## config.mk

```make
export PLATFORM = sky130hd
export DESIGN_NAME = cpes_top
export DESIGN_NICKNAME = d
export VERILOG_FILES = /design/src/cpes_pkg.sv /design/src/cpes_edge_det.sv /design/src/cpes_top.sv
export SDC_FILE = /design/constraint.sdc
export NUM_CORES = 1
export LEC_CHECK = 0
export ABC_AREA = 1
export BUFFER_PORTS_ARGS = -buffer_cell sky130_fd_sc_hd__buf_2
export CAP_MARGIN = 10
export CORE_MARGIN = 2
export CORE_UTILIZATION = 35
export DETAILED_ROUTE_END_ITERATION = 10
export HOLD_SLACK_MARGIN = 0.03
export PLACE_DENSITY_LB_ADDON = 0.2
export SLEW_MARGIN = 20
export SYNTH_ARGS = -nofsm -noshare
export SYNTH_HDL_FRONTEND = slang
export SYNTH_HIERARCHICAL = 1
export SYNTH_SLANG_ARGS = --single-unit
```

## constraint.sdc

```tcl
create_clock -name clk_i -period 1.1 [get_ports clk_i]
set_input_delay 0 -clock clk_i [delete_from_list [all_inputs] [get_ports clk_i]]
set_output_delay 0 -clock clk_i [all_outputs]
set_load 0.02 [all_outputs]
```

## src/cpes_pkg.sv

```systemverilog
// Purpose: Shared constants and types for the priority and edge select block
// Assumes: 16-bit register port, one clock
// Notes: Register offsets are word indices on the plain register port
package cpes_pkg;
	localparam int unsigned CPES_DATA_W = 16;
	localparam int unsigned CPES_ADDR_W = 4;
	localparam int unsigned CPES_NUM_EXT = 5;

	// =====================================================
	// Register offsets
	localparam logic [3:0] CPES_OFF_STATUS = 4'h0;
	localparam logic [3:0] CPES_OFF_CORE = 4'h1;
	localparam logic [3:0] CPES_OFF_ICTL_ONE = 4'h2;
	localparam logic [3:0] CPES_OFF_ICTL_TWO = 4'h3;
	localparam logic [3:0] CPES_OFF_IRQ_STAT = 4'h4;
	localparam logic [3:0] CPES_OFF_IRQ_MASK = 4'h5;

	// =====================================================
	// Field positions
	localparam int unsigned CPES_LVL_LO_POS = 5;
	localparam int unsigned CPES_LVL_HI_POS = 3;
	localparam int unsigned CPES_NEST_DIS_POS = 15;
	localparam int unsigned CPES_ALT_VEC_POS = 15;
	localparam int unsigned CPES_REP_SUP_POS = 14;
	localparam int unsigned CPES_POL_POS = 0;

	// =====================================================
	// Reset values and level figures
	localparam logic [2:0] CPES_LVL_LO_RST = 3'h0;
	localparam logic [2:0] CPES_LVL_LO_MAX = 3'h7;
	localparam logic [4:0] CPES_POL_RST = 5'h00;
	localparam logic [15:0] CPES_ZERO16 = 16'h0000;

	typedef struct packed {
		logic [CPES_ADDR_W-1:0] addr;
		logic [CPES_DATA_W-1:0] wdata;
		logic wr;
		logic rd;
	} cpes_req_type;

	typedef struct packed {
		logic [3:0] level;
		logic user_blocked;
		logic alt_vector;
	} cpes_level_type;

	typedef enum logic [1:0] {
		CPES_EDGE_IDLE = 2'b00,
		CPES_EDGE_SEEN = 2'b01
	} cpes_edge_state_type;
endpackage

```

## src/cpes_edge_det.sv

```systemverilog
// Purpose: One external interrupt input: synchroniser and polarity edge detect
// Assumes: Pin is asynchronous to clk_i
// Notes: Emits a one-cycle pulse on the selected edge
`timescale 1ns/10ps
module cpes_edge_det
(
	input wire logic clk_i, // System clock
	input wire logic rst_i, // Synchronous reset, active high
	input wire logic pin_i, // Raw external interrupt pin
	input wire logic falling_i, // 1 falling edge, 0 rising edge
	output logic pulse_o // One-cycle edge event
);
	import cpes_pkg::*;

	logic sync1_q;
	logic sync2_q;
	logic prev_q;

	// =====================================================
	// Two-stage synchroniser then edge detect
	always_ff @(posedge clk_i)
	begin
		if (rst_i)
		begin
			sync1_q <= 1'b0;
			sync2_q <= 1'b0;
			prev_q <= 1'b0;
			pulse_o <= 1'b0;
		end
		else
		begin
			sync1_q <= pin_i;
			sync2_q <= sync1_q;
			prev_q <= sync2_q;
			pulse_o <= falling_i ? (prev_q & ~sync2_q) : (~prev_q & sync2_q);
		end
	end
endmodule // cpes_edge_det

```

## src/cpes_top.sv

```systemverilog
// Purpose: CPU priority level holding and external interrupt edge selection
// Assumes: Plain register port, read data one cycle after read strobe
// Notes: Edge events latch into sticky status, masked onto irq_o
//
// The implementer's own choices: the strobed register port and the placing of the registers.
`timescale 1ns/10ps
module cpes_top
#(
	parameter int unsigned NUM_EXT = cpes_pkg::CPES_NUM_EXT
)
(
	input wire logic clk_i, // System clock, 200 MHz
	input wire logic rst_i, // Synchronous reset, active high
	input wire logic [cpes_pkg::CPES_ADDR_W-1:0] addr_i, // Register index
	input wire logic [cpes_pkg::CPES_DATA_W-1:0] wdata_i, // Write data
	input wire logic wr_i, // Write strobe
	input wire logic rd_i, // Read strobe
	input wire logic level_load_i, // Core loads a new level
	input wire logic [3:0] level_val_i, // Level value to load
	input wire logic rep_sup_i, // Repeat-suppress activity from core
	input wire logic [NUM_EXT-1:0] ext_pin_i, // External interrupt pins
	output logic [cpes_pkg::CPES_DATA_W-1:0] rdata_o, // Read data
	output cpes_pkg::cpes_level_type level_o, // Effective level and blocking
	output logic [NUM_EXT-1:0] ext_event_o, // Edge event pulses
	output logic irq_o // Unmasked status pending
);
	import cpes_pkg::*;

	cpes_req_type req;
	logic [2:0] cpu_level_low_field_q;
	logic cpu_level_high_bit_q;
	logic nesting_disable_q;
	logic alternate_vector_select_q;
	logic rep_sup_q;
	logic [NUM_EXT-1:0] pol_q;
	logic [NUM_EXT-1:0] stat_q;
	logic [NUM_EXT-1:0] mask_q;
	logic [NUM_EXT-1:0] edge_pulse;
	logic [CPES_DATA_W-1:0] rd_mux;
	logic [3:0] eff_level;
	logic wr_status;
	logic wr_core;
	logic wr_ictl1;
	logic wr_ictl2;
	logic wr_irq_stat;
	logic wr_irq_mask;
	logic [2:0] cpu_level_low_field_d;
	logic cpu_level_high_bit_d;
	logic [NUM_EXT-1:0] stat_d;
	logic user_blocked_d;

	// =====================================================
	// Register write decode
	assign req = '{addr: addr_i, wdata: wdata_i, wr: wr_i, rd: rd_i};
	assign wr_status = req.wr && (req.addr == CPES_OFF_STATUS);
	assign wr_core = req.wr && (req.addr == CPES_OFF_CORE);
	assign wr_ictl1 = req.wr && (req.addr == CPES_OFF_ICTL_ONE);
	assign wr_ictl2 = req.wr && (req.addr == CPES_OFF_ICTL_TWO);
	assign wr_irq_stat = req.wr && (req.addr == CPES_OFF_IRQ_STAT);
	assign wr_irq_mask = req.wr && (req.addr == CPES_OFF_IRQ_MASK);

	// =====================================================
	// Edge detectors, one per external input
	genvar g;
	generate
		for (g = 0; g < NUM_EXT; g++)
		begin : g_ext
			cpes_edge_det u_det (
				.clk_i(clk_i),
				.rst_i(rst_i),
				.pin_i(ext_pin_i[g]),
				.falling_i(pol_q[g]),
				.pulse_o(edge_pulse[g])
			);
		end
	endgenerate

	// =====================================================
	// Priority level field, core load wins over software
	always_comb
	begin
		cpu_level_low_field_d = cpu_level_low_field_q;
		if (level_load_i)
		begin
			cpu_level_low_field_d = level_val_i[2:0];
		end
		else if (wr_status && !nesting_disable_q)
		begin
			cpu_level_low_field_d = req.wdata[CPES_LVL_LO_POS +: 3];
		end
	end

	always_ff @(posedge clk_i)
	begin
		if (rst_i)
		begin
			cpu_level_low_field_q <= CPES_LVL_LO_RST;
		end
		else
		begin
			cpu_level_low_field_q <= cpu_level_low_field_d;
		end
	end

	// =====================================================
	// Upper level bit: core may set, software may only clear
	always_comb
	begin
		cpu_level_high_bit_d = cpu_level_high_bit_q;
		if (level_load_i)
		begin
			cpu_level_high_bit_d = level_val_i[3];
		end
		else if (wr_core && !req.wdata[CPES_LVL_HI_POS])
		begin
			cpu_level_high_bit_d = 1'b0;
		end
	end

	always_ff @(posedge clk_i)
	begin
		if (rst_i)
		begin
			cpu_level_high_bit_q <= 1'b0;
		end
		else
		begin
			cpu_level_high_bit_q <= cpu_level_high_bit_d;
		end
	end

	// =====================================================
	// Nesting disable
	always_ff @(posedge clk_i)
	begin
		if (rst_i)
		begin
			nesting_disable_q <= 1'b0;
		end
		else if (wr_ictl1)
		begin
			nesting_disable_q <= req.wdata[CPES_NEST_DIS_POS];
		end
	end

	// Alternate vector select
	always_ff @(posedge clk_i)
	begin
		if (rst_i)
		begin
			alternate_vector_select_q <= 1'b0;
		end
		else if (wr_ictl2)
		begin
			alternate_vector_select_q <= req.wdata[CPES_ALT_VEC_POS];
		end
	end

	// Edge polarity per external input
	always_ff @(posedge clk_i)
	begin
		if (rst_i)
		begin
			pol_q <= CPES_POL_RST[NUM_EXT-1:0];
		end
		else if (wr_ictl2)
		begin
			pol_q <= req.wdata[CPES_POL_POS +: NUM_EXT];
		end
	end

	// Repeat-suppress activity, shown one cycle late
	always_ff @(posedge clk_i)
	begin
		if (rst_i)
		begin
			rep_sup_q <= 1'b0;
		end
		else
		begin
			rep_sup_q <= rep_sup_i;
		end
	end

	// =====================================================
	// Sticky event status; set wins over clear
	always_comb
	begin
		stat_d = stat_q | edge_pulse;
		if (wr_irq_stat)
		begin
			stat_d = (stat_q & ~req.wdata[NUM_EXT-1:0]) | edge_pulse;
		end
	end

	always_ff @(posedge clk_i)
	begin
		if (rst_i)
		begin
			stat_q <= '0;
		end
		else
		begin
			stat_q <= stat_d;
		end
	end

	// Interrupt mask
	always_ff @(posedge clk_i)
	begin
		if (rst_i)
		begin
			mask_q <= '0;
		end
		else if (wr_irq_mask)
		begin
			mask_q <= req.wdata[NUM_EXT-1:0];
		end
	end

	// =====================================================
	// Effective level and blocking
	assign eff_level = {cpu_level_high_bit_q, cpu_level_low_field_q};
	assign user_blocked_d = cpu_level_high_bit_q
		|| (cpu_level_low_field_q == CPES_LVL_LO_MAX);

	always_ff @(posedge clk_i)
	begin
		if (rst_i)
		begin
			level_o <= '0;
		end
		else
		begin
			level_o.level <= eff_level;
			level_o.user_blocked <= user_blocked_d;
			level_o.alt_vector <= alternate_vector_select_q;
		end
	end

	// =====================================================
	// Event pulses and interrupt output
	always_ff @(posedge clk_i)
	begin
		if (rst_i)
		begin
			ext_event_o <= '0;
		end
		else
		begin
			ext_event_o <= edge_pulse;
		end
	end

	always_ff @(posedge clk_i)
	begin
		if (rst_i)
		begin
			irq_o <= 1'b0;
		end
		else
		begin
			irq_o <= |(stat_q & mask_q);
		end
	end

	// =====================================================
	// Register read
	always_comb
	begin
		rd_mux = CPES_ZERO16;
		case (req.addr)
			CPES_OFF_STATUS: rd_mux[CPES_LVL_LO_POS +: 3] = cpu_level_low_field_q;
			CPES_OFF_CORE: rd_mux[CPES_LVL_HI_POS] = cpu_level_high_bit_q;
			CPES_OFF_ICTL_ONE: rd_mux[CPES_NEST_DIS_POS] = nesting_disable_q;
			CPES_OFF_ICTL_TWO:
			begin
				rd_mux[CPES_ALT_VEC_POS] = alternate_vector_select_q;
				rd_mux[CPES_REP_SUP_POS] = rep_sup_q;
				rd_mux[CPES_POL_POS +: NUM_EXT] = pol_q;
			end
			CPES_OFF_IRQ_STAT: rd_mux[NUM_EXT-1:0] = stat_q;
			CPES_OFF_IRQ_MASK: rd_mux[NUM_EXT-1:0] = mask_q;
			default: rd_mux = CPES_ZERO16;
		endcase
	end

	always_ff @(posedge clk_i)
	begin
		if (rst_i)
		begin
			rdata_o <= CPES_ZERO16;
		end
		else if (req.rd)
		begin
			rdata_o <= rd_mux;
		end
		else
		begin
			rdata_o <= CPES_ZERO16;
		end
	end
endmodule // cpes_top

```

==> results of run 1 <==
## registers in the layout, summed over array words and instances, names as in the netlist
register,cells
alternate_vector_select_q,1
cpu_level_high_bit_q,1
cpu_level_low_field_q,3
ext_event_o,5
g_ext.u_det/prev_q,5
g_ext.u_det/pulse_o,5
g_ext.u_det/sync1_q,5
g_ext.u_det/sync2_q,5
irq_o,1
level_o,6
mask_q,5
nesting_disable_q,1
pol_q,5
rdata_o,10
rep_sup_q,1
stat_q,5
## critical path: stages
cell and delay (ns):
sky130_fd_sc_hd__dlygate4sd3_1 0.55, sky130_fd_sc_hd__buf_2 0.15, sky130_fd_sc_hd__inv_1 0.23, sky130_fd_sc_hd__nand2_1 0.09, sky130_fd_sc_hd__nand2_1 0.07, sky130_fd_sc_hd__a21oi_1 0.04
sky130_fd_sc_hd__nor2_1 0.11
## layer usage
metal	share of wire, %	vias to the layer above	track usage [%]	wire length [µm]
met5	0	-	0	0
met2	46	51	25.8	2670
met3	4.5	14	3.77	259
li1	-	1193	-	-
met1	46	972	20.2	2660
met4	2.9	0	10.6	169
## where the power goes
| group | internal, mW | total [mW] | switching, mW |
|---|---|---|---|
| clock | 1.50 | 2.40 | 0.908 |
| combinational | 0.194 | 0.462 | 0.268 |
| sequential | 2.39 | 2.42 | 0.0298 |
## worst max-delay path by stage
stage,startpoint,to,depth (start not counted)
final,level_load_i,cpu_level_low_field_q[2],7
after global routing,rst_i,rdata_o[5],7
after CTS,addr_i[3],rdata_o[1],8
after detailed placement,addr_i[1],stat_q[1],7
after global placement,addr_i[1],stat_q[1],7
after floorplan,nesting_disable_q,cpu_level_low_field_q[0],4
## final cells by class
class | instances | area (µm²) | share of cell area (%)
Sequential cell | 64 | 1280 | 37.8
Multi-Input combinational cell | 208 | 922 | 27.2
Timing Repair Buffer | 85 | 592 | 17.5
Inverter | 64 | 240 | 7.08
Clock buffer | 10 | 128 | 3.76
Tap cell | 96 | 120 | 3.54
Clock inverter | 6 | 108 | 3.17
## logic make-up (layout without fill, tap and decap cells)
kind of cell | count (synthesis) | after routing
flip-flops | 64 | 64
AND/OR/NAND/NOR | 181 | 181
buffers and inverters | 76 | 165
other | 1 | 6
AO/OA/AOI/OAI | 21 | 21
## cell usage in the layout, fill, tap and decap left out, types with 2 or more instances in the layout
cell,synthesis,layout
sky130_fd_sc_hd__a21oi_1,18,17
sky130_fd_sc_hd__buf_2,3,47
sky130_fd_sc_hd__buf_4,7,12
sky130_fd_sc_hd__bufinv_16,0,3
sky130_fd_sc_hd__clkbuf_8,0,9
sky130_fd_sc_hd__clkinv_2,0,2
sky130_fd_sc_hd__conb_1,1,6
sky130_fd_sc_hd__dfxtp_1,64,64
sky130_fd_sc_hd__dlygate4sd3_1,0,23
sky130_fd_sc_hd__dlymetal6s4s_1,0,2
sky130_fd_sc_hd__inv_1,63,62
sky130_fd_sc_hd__inv_2,1,2
sky130_fd_sc_hd__nand2_1,86,85
sky130_fd_sc_hd__nand2_2,2,2
sky130_fd_sc_hd__nand2_4,1,2
sky130_fd_sc_hd__nand3_1,30,30
sky130_fd_sc_hd__nor2_1,54,54
sky130_fd_sc_hd__nor2_4,3,5
## Yosys cell counts, types with 2 or more instances
library cell | count | share of area (%)
sky130_fd_sc_hd__nand2_1 | 86 | 13
sky130_fd_sc_hd__dfxtp_1 | 64 | 52
sky130_fd_sc_hd__inv_1 | 63 | 9.5
sky130_fd_sc_hd__nor2_1 | 54 | 8.2
sky130_fd_sc_hd__nand3_1 | 30 | 6.1
sky130_fd_sc_hd__a21oi_1 | 18 | 3.6
sky130_fd_sc_hd__buf_4 | 7 | 2.1
sky130_fd_sc_hd__buf_2 | 3 | 0.61
sky130_fd_sc_hd__nor2_2 | 3 | 0.76
sky130_fd_sc_hd__nor2_4 | 3 | 1.4
sky130_fd_sc_hd__nand2_2 | 2 | 0.50
## repair_timing
item | in CTS | in global routing
hold endpoints to repair | 28 | 0
hold buffers | 25 | 0
endpoints found under the setup margin | 0 | 27
gates resized for setup | 0 | 9
setup buffers | 0 | 3
==> impl_summary.log, run 1 <==
INFO  metric initial_core_util = 36.3%
INFO  metric placementRows = 30
INFO  metric timing.max_cap.violations = 0
INFO  metric power_leakage = 1.74 nW
INFO  metric required = 1.39 ns
INFO  metric syn-mean-instance-area = 7.23 µm²
INFO  metric number_of_port_buffers = 49
INFO  metric numClockSinks = 64
INFO  metric first_global_vias = 2146
INFO  metric timing.hold.ws = 0.0633 ns
INFO  metric cp.arrival = 1.25 ns
INFO  metric cp-end-kind = flop
INFO  metric worst-r2r-cell-count = 4
INFO  metric fin_ws = 0.131 ns
INFO  metric vias = 2230
INFO  metric worst-path-max-fanout = 11
INFO  metric drv_slew = 0
INFO  metric filler_cell_count = 713
INFO  metric drt_first_pass_iters = 4
INFO  metric grt_pass1_wl = 9490 µm
INFO  metric final.period_utilization = 88.1%
INFO  metric synth_unique_cells = 21
INFO  metric hold_path.class = in -> reg
INFO  metric ir_worst_vdd = 855 µV
INFO  metric fp.dieArea = 7770 µm²
INFO  metric synth_edf_count = 0
INFO  metric initialDrtViolationCount = 72
INFO  metric synth-adder-area-share = 0%
INFO  metric worst_hold_startpoint = addr_i[1]
INFO  metric ff2ff_setup_slack = 0.17 ns
INFO  metric synth_flop_cell = sky130_fd_sc_hd__dfxtp_1
INFO  metric core_occupancy_in_the_finished_layout = 49.6%
INFO  metric fp.dieW = 88.2 µm
INFO  metric numPlacedInstances = 491
INFO  metric grt_use_total = 16.4%
INFO  metric synthSimpleGateAreaFrac = 31.0%
INFO  metric fraction_of_layout_instances_using_a_drive_strength_above_1 = 20.6%
INFO  metric setup_viol = 0
INFO  metric r2r-end = cpu_level_low_field_q[1]
INFO  metric setup.worst_path.start_class = primary input
INFO  metric chipHeight = 88.2 µm
INFO  metric detail_route.drc_violations = 0
INFO  metric detail_route.vias_per_cell = 4.18
INFO  metric cts.root.buffer_cell = sky130_fd_sc_hd__clkbuf_8
INFO  metric syn2layout_area_growth = 36.8%
INFO  metric achievable-frequency = 1030 MHz
INFO  metric worstSetupPathType = in -> reg
INFO  metric timing.clock.skew = 0.0109 ns
INFO  metric netlist_area = 2480 µm²
INFO  metric tritoncts = built
INFO  metric worst_hold_path.num_cells = 4
INFO  metric placed_cell_areas = 2860 µm²
INFO  metric initial_antenna_violation_count = 0
INFO  metric clock_path_buffers = 2
INFO  metric minimum_clock_period = 0.969 ns
INFO  metric yosys.area_share.xor_xnor = 0%
INFO  metric grt-ovfl-total = 0
INFO  metric synth.area.mux_share = 0%
INFO  metric num_io_pins = 63
INFO  metric totalNegativeSetupSlack = 0 ns
INFO  metric synth_cells = 343
INFO  metric detailed_place_hpwl = 3840 µm
INFO  metric power_per_cell_area = 1560 nW/µm²
INFO  metric async_reset_ff_share = 0%
INFO  metric synth_compound_area_share = 4.44%
INFO  metric total_clock_buffers_created_by_cts = 9
INFO  metric antenna_cells = 0
INFO  metric clkSlewWorstSetupHoldPaths = 0.07 ns
INFO  metric routed_wire_length_per_instance = 10.8 µm
INFO  metric gp_congestion = 0.774
INFO  metric final_design_area_excluding_fillers = 3390 µm²
INFO  metric clock_tree.htree_level_count = 3
INFO  metric synth.yosys.seq_area_share = 51.7%
INFO  metric synth_top_family_by_area = simple AND/OR/NAND/NOR gates
INFO  metric status = completed
INFO  metric floorplan.core_area = 6830 µm²
INFO  metric design_power_total = 5.29 mW
INFO  metric holdPathEnd = rdata_o[6]
INFO  metric pre_cts_ws = 0.100 ns
INFO  metric finish.cell_count_without_fillers = 533
INFO  metric pin_count_of_the_biggest_net_entering_global_routing = 27
INFO  metric ant_nets = 0
INFO  metric sum_of_routed_wire_length_over_all_layers = 5760 µm
INFO  metric crit-reg2reg-launch = nesting_disable_q
INFO  metric fin_hold_viols = 0
INFO  metric rsz0062_at_grt = false
INFO  metric clk_latency = 0.35 ns
INFO  metric ys.warnings.count = 6
INFO  metric yosys_reg_bits = 64
INFO  metric design.final.nets = 467
Note: power is estimated with default switching activity, not from simulation.
==> run 2, diff against run 1 <==
--- a/config.mk
+++ b/config.mk
@@ -12,7 +12,7 @@
 export CORE_UTILIZATION = 35
 export DETAILED_ROUTE_END_ITERATION = 10
 export HOLD_SLACK_MARGIN = 0.03
-export PLACE_DENSITY_LB_ADDON = 0.2
+export SETUP_SLACK_MARGIN = 0.4
 export SLEW_MARGIN = 20
 export SYNTH_ARGS = -nofsm -noshare
 export SYNTH_HDL_FRONTEND = slang
==> constraint.sdc (replaced) <==
create_clock -name clk_i -period 1 [get_ports clk_i]
set_input_delay 0 -clock clk_i [delete_from_list [all_inputs] [get_ports clk_i]]
set_output_delay 0 -clock clk_i [all_outputs]
set_load 0.02 [all_outputs]
==> impl_summary.log, run 2 (synthesized netlist as in run 1, its figures left out) <==
INFO  metric fp.dieArea = 7770 µm² (unchanged)
INFO  metric worst-r2r-cell-count = 4 (unchanged)
INFO  metric syn2layout_area_growth = 46.1%
INFO  metric failing_checks = hold timing
INFO  metric antenna_cells = 0 (unchanged)
INFO  metric cts.root.buffer_cell = sky130_fd_sc_hd__clkbuf_8
INFO  metric fraction_of_layout_instances_using_a_drive_strength_above_1 = 44.0% (+23 points)
INFO  metric cts-hold-fix-buffers = 10 (-60%)
INFO  metric placed_cell_areas = 2920 µm² (+2.1%)
INFO  metric minimum_clock_period = 0.882 ns
INFO  metric numClockSinks = 64 (unchanged)
INFO  metric initial_core_util = 36.3% (unchanged)
INFO  metric grt_use_total = 15.6% (-0.79 points)
INFO  metric placementRows = 30 (unchanged)
INFO  metric timing.hold.ws = -0.0546 ns (-0.118 ns)
INFO  metric timing.max_cap.violations = 0 (unchanged)
INFO  metric detail_route.drc_violations = 0 (unchanged)
INFO  metric finish.cell_count_without_fillers = 521 (-2.3%)
INFO  metric routed_wire_length_per_instance = 10.4 µm (-3.9%)
INFO  metric design.final.nets = 455 (-2.6%)
INFO  metric flip_flop_count_of_the_largest_register_all_copies_and_words_added = 10 (unchanged)
INFO  metric grt_pass1_wl = 9070 µm (-4.5%)
INFO  metric most-common-layout-cells = sky130_fd_sc_hd__nand2_1 (75), sky130_fd_sc_hd__nor2_1 (50), sky130_fd_sc_hd__inv_1 (50)
INFO  metric worst_path_largest_cell_delay = 0.34 ns (-0.21 ns)
INFO  metric detail_route.vias_per_cell = 4.24 (+1.4%)
INFO  metric clkSlewWorstSetupHoldPaths = 0.06 ns (about the same)
INFO  metric chipHeight = 88.2 µm (unchanged)
INFO  metric rsz0062_at_grt = true
INFO  metric clock_tree.htree_level_count = 3 (unchanged)
INFO  metric final.period_utilization = 88.2%
INFO  metric worstSetupPathDepth = 4 (-3)
INFO  metric total_clock_buffers_created_by_cts = 9 (unchanged)
INFO  metric vias = 2210 (-0.90%)
INFO  metric core_occupancy_in_the_finished_layout = 53.0% (+3.4 points)
INFO  metric initialDrtViolationCount = 79 (+9.7%)
INFO  metric timing.clock.skew = 0.00399 ns (-0.00688 ns)
INFO  metric crit_chain = nor2_4, nand3_4, a21oi_2, nor2_1
INFO  metric cp-end-kind = flop
INFO  metric drt_first_pass_iters = 4 (unchanged)
INFO  metric cp_num_buf_inv = 0 (-3)
INFO  metric grt-ovfl-total = 0 (unchanged)
INFO  metric design_power_total = 5.41 mW (+2.2%)
INFO  metric fp.dieW = 88.2 µm (unchanged)
INFO  metric ir_worst_vdd = 847 µV (-0.92%)
INFO  metric first_global_vias = 2028 (-5.5%)
INFO  metric detailed_place_hpwl = 3890 µm (+1.1%)
INFO  metric fin_ws = 0.118 ns (-0.0130 ns)
INFO  metric totalNegativeSetupSlack = 0 ns (unchanged)
INFO  metric power_leakage = 1.75 nW (+0.18%)
INFO  metric ant_nets = 0 (unchanged)
INFO  metric clk_latency = 0.34 ns (about the same)
INFO  metric pre_cts_ws = 0.0597 ns (-0.0405 ns)
INFO  metric pin_count_of_the_biggest_net_entering_global_routing = 19 (-30%)
INFO  metric worst-path-max-fanout = 6 (-5)
INFO  metric r2r-end = cpu_level_low_field_q[1]
INFO  metric power_per_cell_area = 1490 nW/µm² (-4.3%)
INFO  metric largest-register = rdata_o
INFO  metric hold_path.class = in -> reg
INFO  metric critical-path-top-delay-family = flip-flops
INFO  metric sum_of_routed_wire_length_over_all_layers = 5410 µm (-6.1%)
INFO  metric floorplan.core_area = 6830 µm² (unchanged)
INFO  metric required = 1.23 ns (-0.16 ns)
INFO  metric initial_antenna_violation_count = 0 (unchanged)
INFO  metric numPlacedInstances = 492 (+0.20%)
INFO  metric worstSetupPathType = reg -> reg
INFO  metric biggestRegsByFlops = rdata_o: 10 flops, level_o: 6 flops
INFO  metric ff2ff_setup_slack = 0.12 ns (-0.05 ns)
INFO  metric status = complete, but fails checks
INFO  metric tritoncts = built
INFO  metric crit-reg2reg-launch = nesting_disable_q
INFO  metric critPathSlowestCell = sky130_fd_sc_hd__dfxtp_2
INFO  metric number_of_port_buffers = 49 (unchanged)
INFO  metric crit_startpoint = nesting_disable_q
INFO  metric num_io_pins = 63 (unchanged)
INFO  metric achievable-frequency = 1130 MHz
INFO  metric worstSetupEndpoint = cpu_level_low_field_q[1]
INFO  metric mostFrequentLayoutCell = sky130_fd_sc_hd__nand2_1
INFO  metric setup_viol = 0 (unchanged)
INFO  metric final_design_area_excluding_fillers = 3620 µm² (+6.8%)
INFO  metric setup.worst_path.start_class = flop
INFO  metric gp_congestion = 0.832 (+7.5%)
INFO  metric cp.arrival = 1.12 ns (-0.13 ns)
INFO  metric clock_path_buffers = 2 (unchanged)
INFO  metric drv_slew = 0 (unchanged)
INFO  metric fin_hold_viols = 8 (+8)
## run 2: timing repair
action,4_1_cts,5_1_grt
pin swaps,7,19
hold endpoints to repair,32,8
setup buffers,1,2
resized for setup,102,38
setup endpoints to repair,54,59
## run 2: worst min path at each step
| stage | from | end | depth (start not counted) |
|---|---|---|---|
| 2_1_floorplan | rst_i | g_ext[0].u_det/sync1_q | 1 |
| 3_3_place_gp | ext_pin_i[1] | g_ext[1].u_det/sync1_q | 3 |
| 3_5_place_dp | ext_pin_i[3] | g_ext[3].u_det/sync1_q | 3 |
| 4_1_cts | rd_i | rdata_o[15] | 3 |
| 5_1_grt | wdata_i[15] | alternate_vector_select_q | 3 |
| 6_report | rd_i | rdata_o[15] | 3 |
## run 2: cell type report
type	count	area, µm²
fill	688	3210
sequential	64	1350
multi-input combinational	208	1100
timing repair buffer	73	607
inverter	64	245
clock buffer	13	159
tap	96	120
clock inverter	3	40.0
## run 2: tightest hold or removal path: cells and delay by family
| family | cells | cell delay (ns) |
|---|---|---|
| AO/OA/AOI/OAI | 1 | 0.04 |
| buffers and inverters | 1 | 0.10 |
| AND/OR/NAND/NOR | 1 | 0.11 |
## run 2: power by group
| part | switching [mW] | total (mW) | internal [mW] |
|---|---|---|---|
| clock | 0.922 | 2.20 | 1.28 |
| sequential | 0.0439 | 2.67 | 2.63 |
| combinational | 0.311 | 0.532 | 0.220 |
## run 2: layer usage
metal	wire length [µm]	GRT usage (%)	vias up
met5	0	0	-
met4	95	5.37	0
met3	277	6.22	11
met2	2510	25.3	49
met1	2530	19.0	976
li1	-	-	1174
==> run 3, diff against run 2 <==
--- a/config.mk
+++ b/config.mk
@@ -12,6 +12,7 @@
 export CORE_UTILIZATION = 35
 export DETAILED_ROUTE_END_ITERATION = 10
 export HOLD_SLACK_MARGIN = 0.03
+export MAX_ROUTING_LAYER = met4
 export SETUP_SLACK_MARGIN = 0.4
 export SLEW_MARGIN = 20
 export SYNTH_ARGS = -nofsm -noshare
==> impl_summary.log, run 3 (synthesized netlist as in run 1, its figures left out) <==
INFO  metric clk_latency = 0.34 ns (about the same)
INFO  metric grt-ovfl-total = 0 (unchanged)
INFO  metric final.period_utilization = 88.1% (-0.15 points)
INFO  metric flip_flop_count_of_the_largest_register_all_copies_and_words_added = 10 (unchanged)
INFO  metric fin_hold_viols = 7 (-1)
INFO  metric achievable-frequency = 1140 MHz (+0.17%)
INFO  metric vias = 2220 (+0.45%)
INFO  metric tritoncts = built
INFO  metric area_taken_by_multi_input_logic_gates = 1100 µm² (unchanged)
INFO  metric crit_chain = nor2_4, nand3_4, a21oi_2, nor2_1
INFO  metric p_sw = 1.27 mW (-0.37%)
INFO  metric clock_power_share = 40.7% (about the same)
INFO  metric detail_route.vias_per_cell = 4.26 (+0.45%)
INFO  metric grt_use_total = 16.1% (+0.48 points)
INFO  metric design.final.nets = 455 (unchanged)
INFO  metric sequential_share_of_power = 49.5% (about the same)
INFO  metric status = complete, but fails checks
INFO  metric fp.dieW = 88.2 µm (unchanged)
INFO  metric sum_of_routed_wire_length_over_all_layers = 5420 µm (+0.24%)
INFO  metric hold_path.class = in -> reg
INFO  metric fp.dieArea = 7770 µm² (unchanged)
INFO  metric chipHeight = 88.2 µm (unchanged)
INFO  metric clkSlewWorstSetupHoldPaths = 0.06 ns (about the same)
INFO  metric routed_wire_length_per_instance = 10.4 µm (+0.24%)
INFO  metric most-common-layout-cells = sky130_fd_sc_hd__nand2_1 (75), sky130_fd_sc_hd__nor2_1 (50), sky130_fd_sc_hd__inv_1 (50)
INFO  metric setup.worst_path.start_class = flop
INFO  metric totalNegativeSetupSlack = 0 ns (unchanged)
INFO  metric largest-register = rdata_o
INFO  metric core_occupancy_in_the_finished_layout = 53.0% (unchanged)
INFO  metric biggestRegsByFlops = rdata_o: 10 flops, level_o: 6 flops
INFO  metric power_share_of_the_combinational_group = 9.9% (about the same)
INFO  metric fraction_of_layout_instances_using_a_drive_strength_above_1 = 44.0% (unchanged)
INFO  metric first_global_vias = 2031 (+0.15%)
INFO  metric cp.arrival = 1.11 ns (about the same)
INFO  metric design_power_total = 5.40 mW (about the same)
INFO  metric initial_core_util = 36.3% (unchanged)
INFO  metric failing_checks = hold timing
INFO  metric mostFrequentLayoutCell = sky130_fd_sc_hd__nand2_1
INFO  metric power_per_cell_area = 1490 nW/µm² (about the same)
INFO  metric timing.clock.skew = 0.00407 ns (+0.0000827 ns)
INFO  metric clock_path_buffers = 2 (unchanged)
INFO  metric setup_viol = 0 (unchanged)
INFO  metric cp-end-kind = flop
INFO  metric rsz0062_at_grt = true
INFO  metric power_leakage = 1.75 nW (unchanged)
INFO  metric ant_nets = 0 (unchanged)
INFO  metric initialDrtViolationCount = 78 (-1.3%)
INFO  metric total_clock_buffers_created_by_cts = 9 (unchanged)
INFO  metric clock_tree.htree_level_count = 3 (unchanged)
INFO  metric minimum_clock_period = 0.881 ns (-0.00149 ns)
INFO  metric required = 1.23 ns (about the same)
INFO  metric num_io_pins = 63 (unchanged)
INFO  metric number_of_port_buffers = 49 (unchanged)
INFO  metric cts.root.buffer_cell = sky130_fd_sc_hd__clkbuf_8
INFO  metric filler_cell_count = 688 (unchanged)
INFO  metric syn2layout_area_growth = 46.1% (unchanged)
INFO  metric initial_antenna_violation_count = 0 (unchanged)
INFO  metric timing.hold.ws = -0.0533 ns (+0.00131 ns)
INFO  metric antenna_cells = 0 (unchanged)
INFO  metric drt_first_pass_iters = 4 (unchanged)
INFO  metric worst-path-max-fanout = 6 (unchanged)
INFO  metric detailed_place_hpwl = 3890 µm (unchanged)
INFO  metric timing.max_cap.violations = 0 (unchanged)
INFO  metric numClockSinks = 64 (unchanged)
INFO  metric detail_route.drc_violations = 0 (unchanged)
INFO  metric gp_congestion = 0.845 (+1.5%)
INFO  metric final-seq-area = 1350 µm² (unchanged)
INFO  metric cts-hold-fix-buffers = 10 (unchanged)
INFO  metric drv_slew = 0 (unchanged)
INFO  metric sw_frac_of_total = 23.6% (-0.067 points)
INFO  metric ir_worst_vdd = 847 µV (about the same)
INFO  metric internal_power = 4.13 mW (about the same)
INFO  metric worst_path_largest_cell_delay = 0.34 ns (about the same)
INFO  metric placementRows = 30 (unchanged)
INFO  metric critPathSlowestCell = sky130_fd_sc_hd__dfxtp_2
INFO  metric worstSetupPathType = reg -> reg
INFO  metric pin_count_of_the_biggest_net_entering_global_routing = 19 (unchanged)
INFO  metric grt_pass1_wl = 9070 µm (unchanged)
INFO  metric floorplan.core_area = 6830 µm² (unchanged)
[run 3: cell counts in the layout (fill, tap and decap cells not counted)]
Identical to the previous run, type by type.
[run 3: worst max-delay path, delay by kind of cell, from the launching register on]
family | cells | cell delay [ns]
flip-flops | 1 | 0.34
AND/OR/NAND/NOR | 3 | 0.28
AO/OA/AOI/OAI | 1 | 0.15
[run 3: path summary, 6_finish.rpt]
kind / to / slack, ns / depth (start not counted) / start
max: cpu_level_low_field_q[1] / 0.12 / 4 / nesting_disable_q
min: rdata_o[15] / -0.05 / 3 / rd_i
max reg2reg: cpu_level_low_field_q[1] / 0.12 / 4 / nesting_disable_q
min reg2reg: g_ext[3].u_det/sync2_q / 0.40 / 2 / g_ext[3].u_det/sync1_q
[run 3: timing repair]
action                                 4_1_cts  5_1_grt
endpoints found under the hold margin       32        8
pin swaps                                    7       19
setup endpoints to repair                   54       59
buffers inserted                             1        2
resized for setup                          102       38
[run 3: routing by layer]
layer | wire [µm] | global-route usage [%] | up-vias
met4 | 95 | 6.20 | 0
met5 | 0 | - | -
li1 | - | - | 1174
met2 | 2530 | 25.3 | 58
met1 | 2520 | 19.0 | 978
met3 | 276 | 5.66 | 10
[run 3: area by class of cell]
class	count	area share, %
flip-flops and latches	64	37.3
multi-input cells	208	30.4
repair buffers	73	16.8
inverters	64	6.77
clock buffers	13	4.39
well taps	96	3.32
clock inverters	3	1.11
[run 3: metrics by stage]
| stage | setup WS (ns) | instance area, µm² | instances |
|---|---|---|---|
| global route | 0.0520 | 3620 | 521 |
| detailed placement | 0.0597 | 2920 | 492 |
| CTS | 0.119 | 3490 | 519 |
| global placement | 0.0662 | 2920 | 492 |
| floorplan | 0.207 | 2540 | 348 |
| finish | 0.119 | 3620 | 521 |
[run 3: power groups by stage]
stage          logic [mW]  clock network [mW]  registers [mW]
5_1_grt             0.594                2.38            2.68
6_report            0.532                2.20            2.67
3_3_place_gp        0.431                   0            2.72
4_1_cts             0.508                2.28            2.68
3_5_place_dp        0.437                   0            2.72
2_1_floorplan       0.259                   0            2.74
